[config.mk]
export PLATFORM = sky130hd
export DESIGN_NAME = dioca_channel
export DESIGN_NICKNAME = d
export VERILOG_FILES = /design/src/core/dioca_pkg.sv /design/src/core/dioca_channel.sv
export VERILOG_INCLUDE_DIRS = /design/src /design/src/core
export SDC_FILE = /design/constraint.sdc
export NUM_CORES = 1
export LEC_CHECK = 0
export BUFFER_PORTS_ARGS = -buffer_cell sky130_fd_sc_hd__buf_2
export CORE_ASPECT_RATIO = 1.25
export CORE_MARGIN = 2
export CORE_UTILIZATION = 50
export DETAILED_ROUTE_END_ITERATION = 6
export PLACE_DENSITY = 0.75
export SLEW_MARGIN = 20
export SYNTH_ARGS = -nofsm -noshare
export SYNTH_HDL_FRONTEND = slang
export SYNTH_SLANG_ARGS = --single-unit
export TNS_END_PERCENT = 50
[constraint.sdc]
create_clock -name clk -period 2.6 [get_ports clk]
set_clock_uncertainty 0.1 [all_clocks]
set_input_delay 0.26 -clock clk [delete_from_list [all_inputs] [get_ports clk]]
set_output_delay 0.26 -clock clk [all_outputs]
set_load 0.02 [all_outputs]
[src/core/dioca_params.svh]
`ifndef DIOCA_PARAMS_SVH
`define DIOCA_PARAMS_SVH
// How it works
// - input mode default; status shows line level
// - latch none, rising or falling; remembered
// - invert reports opposite of line level
// - trigger disabled never raises an alarm
// - trigger inactive: alarm on going inactive
// - trigger active: alarm on going active
// - auto clear when input leaves trigger state
// - manual clear holds alarm until software clears
// - email event on trigger and clear
// - log event on trigger and clear
// - trap event on trigger and clear
// - output drive sink, source or both
// - pulse train continuous or counted after activation
// - delayed activation or deactivation after start
// - failsafe expiry activates or deactivates output
// - steps of 100 ms, 1 to 9999

// ----------------------------------------
// register offsets (byte addresses)
// ----------------------------------------
`define DIOCA_OFS_CTRL 8'h00
`define DIOCA_OFS_OUTCFG 8'h04
`define DIOCA_OFS_ACTW 8'h08
`define DIOCA_OFS_INACTW 8'h0C
`define DIOCA_OFS_DELAY 8'h10
`define DIOCA_OFS_PCOUNT 8'h14
`define DIOCA_OFS_CMD 8'h18
`define DIOCA_OFS_STATUS 8'h1C
`define DIOCA_OFS_IRQ_STAT 8'h20
`define DIOCA_OFS_IRQ_MASK 8'h24
`define DIOCA_OFS_EVENT 8'h28

// ----------------------------------------
// ctrl fields and reset
// ----------------------------------------
`define DIOCA_CTRL_OUTMODE 0
`define DIOCA_CTRL_INVERT 1
`define DIOCA_CTRL_LATCH_LO 2
`define DIOCA_CTRL_TRIG_LO 4
`define DIOCA_CTRL_MANUAL 6
`define DIOCA_CTRL_EMAIL 7
`define DIOCA_CTRL_LOG 8
`define DIOCA_CTRL_TRAP 9
`define DIOCA_CTRL_RESET 10'h000

// ----------------------------------------
// output config: type[1:0] mode[3:2] count[4] fs[6:5]
// ----------------------------------------
`define DIOCA_OUT_TYPE_LO 0
`define DIOCA_OUT_MODE_LO 2
`define DIOCA_OUT_COUNTED 4
`define DIOCA_OUT_FS_LO 5
`define DIOCA_OUTCFG_RESET 7'h00

// ----------------------------------------
// command bits and irq bits
// ----------------------------------------
`define DIOCA_CMD_ON 0
`define DIOCA_CMD_OFF 1
`define DIOCA_CMD_CLEAR 2
`define DIOCA_CMD_FAILSAFE 3
`define DIOCA_IRQ_TRIG 0
`define DIOCA_IRQ_CLR 1
`define DIOCA_IRQ_LATCH 2
`define DIOCA_IRQ_DONE 3

// ----------------------------------------
// timing
// ----------------------------------------
`define DIOCA_CLK_MHZ 250
`define DIOCA_STEP_MS 100
`define DIOCA_STEP_CYC (`DIOCA_STEP_MS * 1000 * `DIOCA_CLK_MHZ)
`define DIOCA_UNITS_MIN 14'h0001
`define DIOCA_UNITS_MAX 14'h270F
`define DIOCA_UNITS_RESET 14'h0001
`define DIOCA_SEV_CRITICAL 3'h2
`endif

[src/core/dioca_pkg.sv]
package dioca_pkg;
  typedef enum logic [1:0] {
    DIOCA_LATCH_NONE = 2'b00,
    DIOCA_LATCH_RISE = 2'b01,
    DIOCA_LATCH_FALL = 2'b10
  } dioca_latch_t;
  typedef enum logic [1:0] {
    DIOCA_TRIG_OFF = 2'b00,
    DIOCA_TRIG_INACTIVE = 2'b01,
    DIOCA_TRIG_ACTIVE = 2'b10
  } dioca_trig_t;
  typedef enum logic [1:0] {
    DIOCA_DRV_SINK = 2'b00,
    DIOCA_DRV_SOURCE = 2'b01,
    DIOCA_DRV_BOTH = 2'b10
  } dioca_drv_t;
  typedef enum logic [1:0] {
    DIOCA_OM_MANUAL = 2'b00,
    DIOCA_OM_PULSE = 2'b01,
    DIOCA_OM_DLY_ON = 2'b10,
    DIOCA_OM_DLY_OFF = 2'b11
  } dioca_omode_t;
  typedef enum logic [1:0] {
    DIOCA_FS_NONE = 2'b00,
    DIOCA_FS_ON = 2'b01,
    DIOCA_FS_OFF = 2'b10
  } dioca_fs_t;
  typedef enum logic [2:0] {
    DIOCA_ST_IDLE = 3'b000,
    DIOCA_ST_WAIT = 3'b001,
    DIOCA_ST_PON = 3'b010,
    DIOCA_ST_POFF = 3'b011
  } dioca_ost_t;
  typedef enum logic [0:0] {
    DIOCA_AL_CLEAR = 1'b0,
    DIOCA_AL_RAISED = 1'b1
  } dioca_alarm_t;
endpackage : dioca_pkg

[src/core/dioca_channel.sv]
// The register offsets and the Avalon-MM register port were left to the implementer.
`timescale 1ns/1ps
`include "dioca_params.svh"
module dioca_channel #(
  parameter int STEP_CYC = `DIOCA_STEP_CYC
) (
  input wire logic clk,
  input wire logic rst,
  input wire logic [7:0] avs_address,
  input wire logic avs_read,
  input wire logic avs_write,
  input wire logic [31:0] avs_writedata,
  input wire logic [3:0] avs_byteenable,
  output logic [31:0] avs_readdata,
  output logic avs_waitrequest,
  output logic irq,
  input wire logic line_in,
  input wire logic failsafe_expired,
  output logic drive_high,
  output logic drive_low,
  output logic event_valid,
  output logic event_alarm_set,
  output logic event_email,
  output logic event_log,
  output logic event_trap,
  output logic [2:0] event_severity,
  output logic event_value
);
  import dioca_pkg::*;

  // ----------------------------------------
  // configuration and state registers
  // ----------------------------------------
  logic [9:0] ctrl_reg;
  logic [6:0] outcfg_reg;
  logic [13:0] actw_reg;
  logic [13:0] inactw_reg;
  logic [13:0] delay_reg;
  logic [13:0] pcount_reg;
  logic [3:0] irq_stat_reg;
  logic [3:0] irq_mask_reg;
  logic ack_reg;
  logic sync1_reg;
  logic sync2_reg;
  logic level_reg;
  logic latched_reg;
  logic out_active_reg;
  dioca_alarm_t alarm_reg;
  dioca_ost_t ost_reg;
  logic [31:0] tick_reg;
  logic [13:0] units_reg;
  logic [13:0] pulses_reg;

  // the access edge is the one where waitrequest is already low
  wire wr_acc = avs_write && ack_reg;
  wire rd_acc = avs_read && ack_reg;
  wire out_mode = ctrl_reg[`DIOCA_CTRL_OUTMODE];
  wire dioca_latch_t latch_sel =
    dioca_latch_t'(ctrl_reg[`DIOCA_CTRL_LATCH_LO +: 2]);
  wire dioca_trig_t trig_sel =
    dioca_trig_t'(ctrl_reg[`DIOCA_CTRL_TRIG_LO +: 2]);
  wire dioca_drv_t drv_sel =
    dioca_drv_t'(outcfg_reg[`DIOCA_OUT_TYPE_LO +: 2]);
  wire dioca_omode_t om_sel =
    dioca_omode_t'(outcfg_reg[`DIOCA_OUT_MODE_LO +: 2]);
  wire dioca_fs_t fs_sel =
    dioca_fs_t'(outcfg_reg[`DIOCA_OUT_FS_LO +: 2]);

  // write strobe for one register, low byte lane must be enabled
  function automatic logic hit(input logic [7:0] ofs);
    hit = wr_acc && (avs_address == ofs) && avs_byteenable[0];
  endfunction : hit

  // clamp a programmed width into 1..9999 units
  function automatic logic [13:0] clampu(input logic [31:0] d);
    if (d[13:0] < `DIOCA_UNITS_MIN)
      clampu = `DIOCA_UNITS_MIN;
    else if (d[13:0] > `DIOCA_UNITS_MAX || d[31:14] != 18'h0_0000)
      clampu = `DIOCA_UNITS_MAX;
    else
      clampu = d[13:0];
  endfunction : clampu

  // ----------------------------------------
  // bus handshake: one wait cycle, then ack
  // ----------------------------------------
  always_ff @(posedge clk) begin
    if (rst)
      ack_reg <= 1'b0;
    else
      ack_reg <= (avs_read || avs_write) && !ack_reg;
  end
  // waitrequest is its own flop, always the inverse of ack_reg, so the
  // pin sees no gate after the register
  always_ff @(posedge clk) begin
    if (rst)
      avs_waitrequest <= 1'b1;
    else
      avs_waitrequest <= !((avs_read || avs_write) && !ack_reg);
  end

  always_ff @(posedge clk) begin
    if (rst) begin
      ctrl_reg <= `DIOCA_CTRL_RESET;
      outcfg_reg <= `DIOCA_OUTCFG_RESET;
      actw_reg <= `DIOCA_UNITS_RESET;
      inactw_reg <= `DIOCA_UNITS_RESET;
      delay_reg <= `DIOCA_UNITS_RESET;
      pcount_reg <= `DIOCA_UNITS_RESET;
      irq_mask_reg <= 4'h0;
    end else begin
      if (hit(`DIOCA_OFS_CTRL) && ack_reg)
        ctrl_reg <= avs_writedata[9:0];
      if (hit(`DIOCA_OFS_OUTCFG) && ack_reg)
        outcfg_reg <= avs_writedata[6:0];
      if (hit(`DIOCA_OFS_ACTW) && ack_reg)
        actw_reg <= clampu(avs_writedata);
      if (hit(`DIOCA_OFS_INACTW) && ack_reg)
        inactw_reg <= clampu(avs_writedata);
      if (hit(`DIOCA_OFS_DELAY) && ack_reg)
        delay_reg <= clampu(avs_writedata);
      if (hit(`DIOCA_OFS_PCOUNT) && ack_reg)
        pcount_reg <= clampu(avs_writedata);
      if (hit(`DIOCA_OFS_IRQ_MASK) && ack_reg)
        irq_mask_reg <= avs_writedata[3:0];
    end
  end

  wire cmd_wr = hit(`DIOCA_OFS_CMD) && ack_reg;
  wire cmd_on = cmd_wr && avs_writedata[`DIOCA_CMD_ON];
  wire cmd_off = cmd_wr && avs_writedata[`DIOCA_CMD_OFF];
  wire cmd_clear = cmd_wr && avs_writedata[`DIOCA_CMD_CLEAR];
  wire fs_hit = failsafe_expired ||
    (cmd_wr && avs_writedata[`DIOCA_CMD_FAILSAFE]);

  // ----------------------------------------
  // input path
  // ----------------------------------------
  // first stage feeds only the second to keep metastability contained
  always_ff @(posedge clk) begin
    if (rst) begin
      sync1_reg <= 1'b0;
      sync2_reg <= 1'b0;
    end else begin
      sync1_reg <= line_in;
      sync2_reg <= sync1_reg;
    end
  end

  wire level_now = sync2_reg ^ ctrl_reg[`DIOCA_CTRL_INVERT];
  wire rise = level_now && !level_reg;
  wire fall = !level_now && level_reg;
  wire in_en = !out_mode;

  always_ff @(posedge clk) begin
    if (rst)
      level_reg <= 1'b0;
    else
      level_reg <= level_now;
  end

  // latch holds until software reads status or selects no latch; a new edge wins over clear
  wire latch_ev = in_en &&
    ((latch_sel == DIOCA_LATCH_RISE && rise) ||
     (latch_sel == DIOCA_LATCH_FALL && fall));
  wire status_rd = rd_acc && ack_reg && avs_address == `DIOCA_OFS_STATUS;
  always_ff @(posedge clk) begin
    if (rst)
      latched_reg <= 1'b0;
    else if (latch_ev)
      latched_reg <= 1'b1;
    else if ((status_rd && avs_readdata[1]) ||
             latch_sel == DIOCA_LATCH_NONE)
      latched_reg <= 1'b0;
  end

  // ----------------------------------------
  // alarm state machine
  // ----------------------------------------
  wire trig_cond =
    (trig_sel == DIOCA_TRIG_INACTIVE && fall) ||
    (trig_sel == DIOCA_TRIG_ACTIVE && rise);
  wire quiet =
    (trig_sel == DIOCA_TRIG_INACTIVE && level_now) ||
    (trig_sel == DIOCA_TRIG_ACTIVE && !level_now);
  logic al_set;
  logic al_clr;
  always_comb begin
    al_set = 1'b0;
    al_clr = 1'b0;
    case (alarm_reg)
      DIOCA_AL_CLEAR:
        al_set = in_en && trig_cond;
      DIOCA_AL_RAISED:
        if (ctrl_reg[`DIOCA_CTRL_MANUAL])
          al_clr = cmd_clear;
        else
          al_clr = quiet || trig_sel == DIOCA_TRIG_OFF;
      default: al_clr = 1'b1;
    endcase
  end

  always_ff @(posedge clk) begin
    if (rst)
      alarm_reg <= DIOCA_AL_CLEAR;
    else if (al_set)
      alarm_reg <= DIOCA_AL_RAISED;
    else if (al_clr)
      alarm_reg <= DIOCA_AL_CLEAR;
  end

  // one-cycle notification on every change, severity always critical
  always_ff @(posedge clk) begin
    if (rst) begin
      event_valid <= 1'b0;
      event_alarm_set <= 1'b0;
      event_email <= 1'b0;
      event_log <= 1'b0;
      event_trap <= 1'b0;
      event_severity <= 3'h0;
      event_value <= 1'b0;
    end else begin
      event_valid <= al_set || al_clr;
      event_alarm_set <= al_set;
      event_email <= (al_set || al_clr) &&
        ctrl_reg[`DIOCA_CTRL_EMAIL];
      event_log <= (al_set || al_clr) &&
        ctrl_reg[`DIOCA_CTRL_LOG];
      event_trap <= (al_set || al_clr) &&
        ctrl_reg[`DIOCA_CTRL_TRAP];
      event_severity <= `DIOCA_SEV_CRITICAL;
      event_value <= level_now;
    end
  end

  // ----------------------------------------
  // output sequencer
  // ----------------------------------------
  wire tick = tick_reg == STEP_CYC - 1;
  always_ff @(posedge clk) begin
    if (rst || ost_reg == DIOCA_ST_IDLE || tick)
      tick_reg <= 32'h0000_0000;
    else
      tick_reg <= tick_reg + 32'h0000_0001;
  end
  wire unit_done = tick && units_reg == `DIOCA_UNITS_MIN;

  always_ff @(posedge clk) begin
    if (rst) begin
      ost_reg <= DIOCA_ST_IDLE;
      out_active_reg <= 1'b0;
      units_reg <= `DIOCA_UNITS_RESET;
      pulses_reg <= `DIOCA_UNITS_RESET;
    end else if (!out_mode) begin
      ost_reg <= DIOCA_ST_IDLE;
      out_active_reg <= 1'b0;
    end else if (fs_hit && fs_sel != DIOCA_FS_NONE) begin
      ost_reg <= DIOCA_ST_IDLE;
      out_active_reg <= fs_sel == DIOCA_FS_ON;
    end else if (cmd_off) begin
      ost_reg <= DIOCA_ST_IDLE;
      out_active_reg <= 1'b0;
    end else if (cmd_on) begin
      case (om_sel)
        DIOCA_OM_PULSE: begin
          ost_reg <= DIOCA_ST_PON;
          out_active_reg <= 1'b1;
          units_reg <= actw_reg;
          pulses_reg <= pcount_reg;
        end
        DIOCA_OM_DLY_ON: begin
          ost_reg <= DIOCA_ST_WAIT;
          out_active_reg <= 1'b0;
          units_reg <= delay_reg;
        end
        DIOCA_OM_DLY_OFF: begin
          ost_reg <= DIOCA_ST_WAIT;
          out_active_reg <= 1'b1;
          units_reg <= delay_reg;
        end
        default: begin
          ost_reg <= DIOCA_ST_IDLE;
          out_active_reg <= 1'b1;
        end
      endcase
    end else begin
      if (tick && !unit_done)
        units_reg <= units_reg - 14'h0001;
      case (ost_reg)
        DIOCA_ST_WAIT:
          if (unit_done) begin
            ost_reg <= DIOCA_ST_IDLE;
            out_active_reg <= !out_active_reg;
          end
        DIOCA_ST_PON:
          if (unit_done) begin
            ost_reg <= DIOCA_ST_POFF;
            out_active_reg <= 1'b0;
            units_reg <= inactw_reg;
          end
        DIOCA_ST_POFF:
          if (unit_done) begin
            if (outcfg_reg[`DIOCA_OUT_COUNTED] &&
                pulses_reg == `DIOCA_UNITS_MIN) begin
              ost_reg <= DIOCA_ST_IDLE;
            end else begin
              ost_reg <= DIOCA_ST_PON;
              out_active_reg <= 1'b1;
              units_reg <= actw_reg;
              if (outcfg_reg[`DIOCA_OUT_COUNTED])
                pulses_reg <= pulses_reg - 14'h0001;
            end
          end
        default: ost_reg <= DIOCA_ST_IDLE;
      endcase
    end
  end
  wire seq_done = out_mode && ost_reg != DIOCA_ST_IDLE &&
    ost_reg != DIOCA_ST_WAIT && unit_done &&
    ost_reg == DIOCA_ST_POFF && outcfg_reg[`DIOCA_OUT_COUNTED] &&
    pulses_reg == `DIOCA_UNITS_MIN && !cmd_wr && !fs_hit;

  // drive style decoded from the active level, both low while in input
  always_ff @(posedge clk) begin
    if (rst) begin
      drive_high <= 1'b0;
      drive_low <= 1'b0;
    end else begin
      drive_high <= out_mode && out_active_reg &&
        drv_sel != DIOCA_DRV_SINK;
      drive_low <= out_mode &&
        ((drv_sel == DIOCA_DRV_SINK && out_active_reg) ||
         (drv_sel == DIOCA_DRV_BOTH && !out_active_reg));
    end
  end

  // ----------------------------------------
  // interrupts: sticky, cleared by reading, set wins
  // ----------------------------------------
  wire [3:0] irq_ev = {seq_done, latch_ev, al_clr, al_set};
  wire stat_rd = rd_acc && ack_reg && avs_address == `DIOCA_OFS_IRQ_STAT;
  always_ff @(posedge clk) begin
    if (rst)
      irq_stat_reg <= 4'h0;
    // clear only what the read showed, so a wait-cycle event survives
    else if (stat_rd)
      irq_stat_reg <= irq_ev | (irq_stat_reg & ~avs_readdata[3:0]);
    else
      irq_stat_reg <= irq_ev | irq_stat_reg;
  end
  always_ff @(posedge clk) begin
    if (rst)
      irq <= 1'b0;
    else
      irq <= |((irq_ev | irq_stat_reg) & irq_mask_reg);
  end

  // ----------------------------------------
  // read data, registered with the ack
  // ----------------------------------------
  always_ff @(posedge clk) begin
    if (rst)
      avs_readdata <= 32'h0000_0000;
    else if (avs_read && !ack_reg) begin
      case (avs_address)
        `DIOCA_OFS_CTRL: avs_readdata <= {22'h0, ctrl_reg};
        `DIOCA_OFS_OUTCFG: avs_readdata <= {25'h0, outcfg_reg};
        `DIOCA_OFS_ACTW: avs_readdata <= {18'h0, actw_reg};
        `DIOCA_OFS_INACTW: avs_readdata <= {18'h0, inactw_reg};
        `DIOCA_OFS_DELAY: avs_readdata <= {18'h0, delay_reg};
        `DIOCA_OFS_PCOUNT: avs_readdata <= {18'h0, pcount_reg};
        `DIOCA_OFS_STATUS: avs_readdata <= {25'h0, ost_reg,
          out_active_reg, alarm_reg, latched_reg, level_now};
        `DIOCA_OFS_IRQ_STAT: avs_readdata <= {28'h0, irq_stat_reg};
        `DIOCA_OFS_IRQ_MASK: avs_readdata <= {28'h0, irq_mask_reg};
        default: avs_readdata <= 32'h0000_0000;
      endcase
    end
  end
endmodule : dioca_channel

==> results of run 1 <==
layout make-up:
cell class / instances / area, sq um
Inverter: 18 / 67.6
Sequential cell: 174 / 3480
Clock buffer: 18 / 439
Fill cell: 1606 / 7230
Clock inverter: 14 / 141
Multi-Input combinational cell: 841 / 5220
Tap cell: 228 / 285
Timing Repair Buffer: 157 / 1090
synth_stat cells (7+ instances only):
library cell / number / area (sq um)
sky130_fd_sc_hd__clkbuf_1: 48 / 180
sky130_fd_sc_hd__a22o_1: 7 / 61.3
sky130_fd_sc_hd__and2_1: 9 / 56.3
sky130_fd_sc_hd__a31oi_1: 11 / 68.8
sky130_fd_sc_hd__mux2i_1: 37 / 370
sky130_fd_sc_hd__buf_2: 12 / 60.1
sky130_fd_sc_hd__o31ai_1: 7 / 52.6
sky130_fd_sc_hd__nand4_1: 19 / 119
sky130_fd_sc_hd__inv_1: 18 / 67.6
sky130_fd_sc_hd__or3_1: 10 / 62.6
sky130_fd_sc_hd__a222oi_1: 8 / 80.1
sky130_fd_sc_hd__and3_1: 18 / 113
sky130_fd_sc_hd__a22oi_1: 34 / 255
sky130_fd_sc_hd__nor2b_1: 9 / 56.3
sky130_fd_sc_hd__nand2b_1: 8 / 50.1
sky130_fd_sc_hd__dfxtp_1: 174 / 3480
sky130_fd_sc_hd__or4_1: 8 / 60.1
sky130_fd_sc_hd__nor2_1: 96 / 360
sky130_fd_sc_hd__nor4_1: 23 / 144
sky130_fd_sc_hd__xor2_1: 16 / 140
sky130_fd_sc_hd__nand2_1: 126 / 473
sky130_fd_sc_hd__o21ai_0: 37 / 185
sky130_fd_sc_hd__nand3_1: 56 / 280
sky130_fd_sc_hd__nor3_1: 20 / 100
sky130_fd_sc_hd__o211ai_1: 13 / 97.6
sky130_fd_sc_hd__xnor2_1: 18 / 158
sky130_fd_sc_hd__ha_1: 9 / 113
sky130_fd_sc_hd__a21oi_1: 113 / 566
sky130_fd_sc_hd__buf_4: 23 / 173
per-layer routing:
metal	GRT usage	vias to the layer above
li1	-	4243
met3	0.0443	93
met5	0	-
met4	0.128	0
met1	0.343	4267
met2	0.486	489
timing repair:
item                                   CTS  global route
endpoints found under the hold margin    3             0
setup buffers                            0             1
hold buffers                             4             0
setup endpoints to repair                0            21
resized for setup                        0            16
through the flow:
step	area (sq um)	setup TNS [ns]	instances	utilization	total power (uW)
2_1_floorplan	9160	0	1121	-	2850
3_3_place_gp	10000	0	1413	0.559	2940
3_5_place_dp	10000	0	1413	0.559	2940
4_1_cts	10700	0	1449	0.594	5420
5_1_grt	10700	-0.00376	1450	0.597	5540
6_report	10700	0	1450	0.597	5390
cell families after synthesis:
group,after synthesis,share of synthesized area
and+or+nand+nor,449,0.263
AOI/OAI and AO/OA,290,0.209
DFF,174,0.383
buffers and inverters,106,0.0566
muxes,39,0.0432
xor gates and xnor gates,34,0.0328
adders and majority gates,9,0.0124
other,1,0.000412
worst min path at each step:
stage	from	endpoint	slack, ns	depth (start not counted)
4_1_cts	avs_writedata[8]	ctrl_reg[8]$_SDFFE_PP0P_	0.009	3
3_5_place_dp	sync1_reg$_SDFF_PP0_	sync2_reg$_SDFF_PP0_	0.34	1
5_1_grt	avs_writedata[9]	ctrl_reg[9]$_SDFFE_PP0P_	0.03	3
3_3_place_gp	sync1_reg$_SDFF_PP0_	sync2_reg$_SDFF_PP0_	0.32	1
6_report	avs_writedata[8]	ctrl_reg[8]$_SDFFE_PP0P_	0.02	3
2_1_floorplan	line_in	sync1_reg$_SDFF_PP0_	0.29	1
power groups by stage:
stage / logic (uW) / clock network [uW] / registers, uW
2_1_floorplan: 116 / 0 / 2740
3_3_place_gp: 202 / 0 / 2730
3_5_place_dp: 205 / 0 / 2730
4_1_cts: 210 / 2530 / 2670
5_1_grt: 227 / 2640 / 2670
6_report: 215 / 2510 / 2670
worst max-delay path: cells and delay by family (launching register included):
family | cells | cell delay [ns]
buffers and inverters | 1 | 0.09
flip-flops | 1 | 0.45
adder cells (fa/ha/maj) | 1 | 0.34
AO/OA/AOI/OAI | 4 | 1.08
AND/OR/NAND/NOR | 1 | 0.27
==> impl_results.md, run 1 <==
- Fin. Hold Viols: 0
- Slowest cell on the critical path: sky130_fd_sc_hd__a2111oi_1
- Post-Route M1 WL: 10.7 mm
- Final Wtd Congestion: 0.925
- Element type at the critical path end: flip-flop
- Achievable frequency: 0.407 GHz
- Crit path largest cell delay: 0.46 ns
- Amount of wire on met3 after detailed routing: 2.32 mm
- Yosys synthesis warning count: 0
- Width of the chip: 125 um
- Category of the critical setup timing path: reg2reg
- Part of the cycle the worst path needs: 0.946
- Termination of the worst setup path: pulses_reg[10]$_SDFFE_PP0P_
- P_sw: 1360 uW
- Clock transition at the registers of the reported paths: 0.07 ns
- Max Slew Vio Count: 0
- Critical path peak fanout: 9
- Clk buf depth: 2
- Gate Count Post-Synth: 1102
- Leading cell types in the layout, fill and taps excluded: 173 x sky130_fd_sc_hd__dfxtp_1, 126 x sky130_fd_sc_hd__nand2_1, 113 x sky130_fd_sc_hd__a21oi_1
- Top flip-flop cell by instance count after synthesis: sky130_fd_sc_hd__dfxtp_1
- Top-Level Pins: 95
- Pre-Repair DR Iteration Count: 6
- Net total in the final layout: 1268
- Flip-flop count of the largest register, all copies and words added: 32
- Peak supply drop: 0.438 mV
- Area of the mapped netlist: 9090 sq um
- Root buffer selected by CTS: sky130_fd_sc_hd__clkbuf_16
- Int Power: 4040 uW
- Launch point of the critical path: ost_reg[1]$_SDFFE_PP0P_
- Average via count per standard cell: 6.27
- Global-route wire length before repair: 43.7 mm
- Endpoint of the worst register-to-register path: pulses_reg[10]$_SDFFE_PP0P_
- Site row count: 55
- Sw Ratio: 0.251
- Largest net degree at the start of global routing: 45
- Reg-to-reg slack, setup: 0.14 ns
- Vertical extent of the die: 155 um
- Share of total power in the clock network: 0.465
- Detailed-route DRC error count: 0
- Worst hold slack: 0.0171 ns
- Leakage power summed over all cells: 0.00390 uW
- Area added between synthesis and finish: 18.0%
- Fraction of synthesis flops using an asynchronous set or reset pin: 0
- Antenna-violating nets left: 0
- Highest metal layer used by the detailed router: met4
- Via count of the first global-routing pass: 8458
- Die footprint: 19300 sq um
- Layout cell share with drive strength beyond 1: 0.187
- Worst max-slew margin expressed relative to the limit: 0.565
- All-layer global routing usage: 0.280
- Critical Path Start Type: flip-flop
- Count of endpoints failing setup in the final report: 0
- Worst Setup Slack post-DPL: 0.0500 ns
- Number of distinct standard cells referenced by the synthesized netlist: 76
- Total grt overflow: 0
- Clock H-tree levels: 4
- Routed wire per std cell: 19.1 um
- Initial antenna violation count: 0
- Power per cell area: 503 nW/um^2
- Insertion delay of the later-clocked pin in the worst-skew pair: 0.44 ns
- PortBufs: 71
- Total number of vias: 9092
- Post-route worst setup slack: 0.140 ns
- Logic pwr share: 0.040
- Worst Path Required: 2.80 ns
- Total clock buffers created by CTS: 17
- Number of max-cap violations: 0
- CP Data Arrival Time: 2.66 ns
- CP cell instances: ha_1 -> inv_1 -> a41oi_1 -> and3_1 -> a21oi_2 -> a2111oi_1 -> o31ai_1
- Slew at the pin closest to its max-slew limit: 0.652 ns
- Clock sink count: 174
- Wire length reported by the detailed router: 27.7 mm
- Shortest period the worst path allows: 2.46 ns
- Antenna Diode Count: 0
- Core area: 18000 sq um
- Run status: completed
- Effective utilization at floorplan: 0.506
- Startpoint of the worst-slack reg-to-reg timing path: ost_reg[1]$_SDFFE_PP0P_
- Clock tree from TritonCTS: done
- Class of the most critical hold timing path: in2reg
- Violation count after the first detailed-route iteration: 851
- Number of cells traversed by the worst register-to-register path: 7
- Synth Area per Inst: 8.25 sq um
- EDFF count, synth: 0
- Share of the yosys chip area belonging to registers: 0.383
- Leading cell type in the layout, fill and taps excluded: sky130_fd_sc_hd__dfxtp_1
- Length of routed met2 wiring: 13.6 mm
- Estimated wirelength of the detail-placed design: 19.7 mm
- Post-synthesis sequential element count: 174
- Sequential power share: 0.495
Note: power is estimated with default switching activity, not from simulation.
==> run 2: changes to the inputs <==
--- a/config.mk
+++ b/config.mk
@@ -9,9 +9,10 @@
 export BUFFER_PORTS_ARGS = -buffer_cell sky130_fd_sc_hd__buf_2
 export CORE_ASPECT_RATIO = 1.25
 export CORE_MARGIN = 2
-export CORE_UTILIZATION = 50
+export CORE_UTILIZATION = 59
+export CTS_BUF_LIST = sky130_fd_sc_hd__clkbuf_16
 export DETAILED_ROUTE_END_ITERATION = 6
-export PLACE_DENSITY = 0.75
+export PLACE_DENSITY = 0.86
 export SLEW_MARGIN = 20
 export SYNTH_ARGS = -nofsm -noshare
 export SYNTH_HDL_FRONTEND = slang
==> run 2 against run 1 <==
Cell area shrank 1.0%. Flip-flop and latch count is the same. First-iteration DRC count grew 32%. Largest power group unchanged.
==> impl_results.md, run 2 (synthesis gave the netlist of run 1 again) <==
- Run status: completed
- Critical path peak fanout: 7 (-2)
- Total grt overflow: 0 (unchanged)
- Filler instances: 1139 (-29%)
- Power per cell area: 513 nW/um^2 (+2.0%)
- Flip-flop count of the largest register, all copies and words added: 32 (unchanged)
- Leading cell type in the layout, fill and taps excluded: sky130_fd_sc_hd__dfxtp_1
- Average via count per standard cell: 6.68 (+6.6%)
- CP cell instances: dlygate4sd3_1 -> buf_2 -> and3_1 -> nand4_1 -> or3_1 -> nand2_1 -> a2111oi_0 -> buf_4 -> a2111oi_2
- Top-Level Pins: 95 (unchanged)
- Global-route wire length before repair: 44.2 mm (+1.1%)
- Vertical extent of the die: 143 um (-7.7%)
- Violation count after the first detailed-route iteration: 1127 (+32%)
- Net total in the final layout: 1257 (-0.87%)
- Detailed-route DRC error count: 0 (unchanged)
- Pre-Repair DR Iteration Count: 6 (unchanged)
- Antenna Diode Count: 0 (unchanged)
- Worst Setup Slack post-DPL: -0.0667 ns (-0.117 ns)
- Total number of vias: 9311 (+2.4%)
- Die footprint: 16400 sq um (-15%)
- Width of the chip: 115 um (-7.7%)
- Insertion delay of the later-clocked pin in the worst-skew pair: 0.44 ns (about the same)
- Clk buf depth: 2 (unchanged)
- Category of the critical setup timing path: in2reg
- PortBufs: 71 (unchanged)
- Initial antenna violation count: 0 (unchanged)
- Largest net degree at the start of global routing: 129 (+190%)
- Met3 track demand over resource: 0.0700 (+0.0258)
- Total clock buffers created by CTS: 17 (unchanged)
- Class of the most critical hold timing path: in2reg
- CP delay by family, top: simple AND/OR/NAND/NOR gates
- Leading cell types in the layout, fill and taps excluded: 171 x sky130_fd_sc_hd__dfxtp_1, 126 x sky130_fd_sc_hd__nand2_1, 113 x sky130_fd_sc_hd__a21oi_1
- Routed wire per std cell: 20.0 um (+4.5%)
- Most utilized layer in the global route result: met2
- Clock sink count: 174 (unchanged)
- Element type at the critical path end: flip-flop
- Critical Path Start Type: input pin
- Clock transition at the registers of the reported paths: 0.07 ns (about the same)
- Post-route worst setup slack: 0.0992 ns (-0.0408 ns)
- Antenna-violating nets left: 0 (unchanged)
- Crit path largest cell delay: 0.56 ns (+0.10 ns)
- Fin. Hold Viols: 0 (unchanged)
- CP Data Arrival Time: 2.73 ns (+0.07 ns)
- Wire length reported by the detailed router: 27.8 mm (+0.38%)
- Clock H-tree levels: 4 (unchanged)
- Area occupied by multi-input gates: 5260 sq um (+0.72%)
- Final instance area: 10600 sq um (-1.0%)
- Core area: 15000 sq um (-16%)
- Shortest period the worst path allows: 2.50 ns (+0.0408 ns)
- Slew at the pin closest to its max-slew limit: 0.873 ns (+0.221 ns)
- Number of max-cap violations: 0 (unchanged)
- Core occupancy in the finished layout: 0.707 (+0.110)
- All-layer global routing usage: 0.339 (+0.0587)
- Total Negative Setup Slacks: 0 ns (unchanged)
- Final Wtd Congestion: 0.979 (+5.9%)
- Leakage power summed over all cells: 0.00386 uW (-1.2%)
- Layout cell share with drive strength beyond 1: 0.184 (-0.00325)
- Area added between synthesis and finish: 16.8%
- Worst max-slew margin expressed relative to the limit: 0.418 (-0.147)
- Clock tree from TritonCTS: done
- Count of endpoints failing setup in the final report: 0 (unchanged)
- Root buffer selected by CTS: sky130_fd_sc_hd__clkbuf_16
- Slowest cell on the critical path: sky130_fd_sc_hd__dlygate4sd3_1
- Register area: 3490 sq um (+0.14%)
- Via count of the first global-routing pass: 8848 (+4.6%)
- Cell Area, Placed: 9820 sq um (-2.2%)
- Worst Path Required: 2.83 ns (+0.03 ns)
- Site row count: 50 (-9.1%)
- GR Layer Usage met2: 0.570 (+0.0841)
- Estimated wirelength of the detail-placed design: 18.9 mm (-3.7%)
- Peak supply drop: 0.417 mV (-4.7%)
- Achievable frequency: 0.400 GHz (-1.6%)
- Fraction of met1 tracks used by global routing: 0.401 (+0.0584)
- Effective utilization at floorplan: 0.605 (+0.0993)
- Crit path buffers/inverters: 3 (+2)
- Part of the cycle the worst path needs: 0.962 (+0.0157)
- Max Slew Vio Count: 0 (unchanged)
run 2: cell count changes in the layout (fill, tap and decap cells not counted), moves of 2 or more:
cell / before / now
sky130_fd_sc_hd__bufinv_16: 0 / 2
sky130_fd_sc_hd__inv_8: 6 / 2
sky130_fd_sc_hd__buf_12: 6 / 4
sky130_fd_sc_hd__clkinv_4: 2 / 4
sky130_fd_sc_hd__clkinv_1: 0 / 2
sky130_fd_sc_hd__buf_4: 76 / 67
sky130_fd_sc_hd__dfxtp_1: 173 / 171
sky130_fd_sc_hd__a2111oi_2: 3 / 1
run 2: worst reg2reg max path: cells and delay by family, from the launching register on:
kind / cells / cell delay, ns
AO/OA/AOI/OAI: 2 / 0.40
AND/OR/NAND/NOR: 3 / 0.80
flip-flops: 1 / 0.38
adder cells (fa/ha/maj): 1 / 0.19
multiplexers: 1 / 0.16
buffers and inverters: 2 / 0.35
run 2: worst paths after layout:
path / from / end / slack [ns] / depth (start not counted)
setup / recovery: avs_write / units_reg[1]$_SDFFE_PP0P_ / 0.1 / 9
hold reg to reg: sync1_reg$_SDFF_PP0_ / sync2_reg$_SDFF_PP0_ / 0.35 / 1
hold / removal: avs_writedata[9] / ctrl_reg[9]$_SDFFE_PP0P_ / 0.01 / 3
setup reg to reg: units_reg[0]$_SDFFE_PP1P_ / units_reg[1]$_SDFFE_PP0P_ / 0.1 / 9
run 2: report_power, final:
group	switching, uW	total, uW	internal, uW
sequential	2.98	2670	2670
combinational	147	209	61.9
clock	1130	2560	1430
total	1280	5440	4160
run 2: repair_timing:
action	CTS	global route
setup endpoints to repair	5	26
hold buffers	4	0
resized for setup	5	20
pin swaps	3	5
hold endpoints to repair	3	0
buffers inserted	2	6
run 2: layout make-up:
type / instances / area share
Multi-Input combinational cell: 841 / 0.495
Sequential cell: 174 / 0.329
Timing Repair Buffer: 146 / 0.0931
Clock buffer: 17 / 0.0401
Tap cell: 182 / 0.0214
Clock inverter: 15 / 0.0153
Inverter: 18 / 0.00636
run 2: per-stage QoR:
step | hold WS [ns] | std cells | power (uW)
CTS | 0.00278 | 1387 | 5450
global placement | 0.329 | 1349 | 2930
detailed placement | 0.335 | 1349 | 2930
global route | 0.0275 | 1393 | 5590
finish | 0.0103 | 1393 | 5440
floorplan | 0.288 | 1121 | 2850
run 2: routing by layer:
| layer | wire (um) | part of all wire |
|---|---|---|
| met3 | 2860 | 0.10 |
| met1 | 9910 | 0.36 |
| met5 | 0 | 0 |
| met2 | 13500 | 0.49 |
| met4 | 1550 | 0.056 |
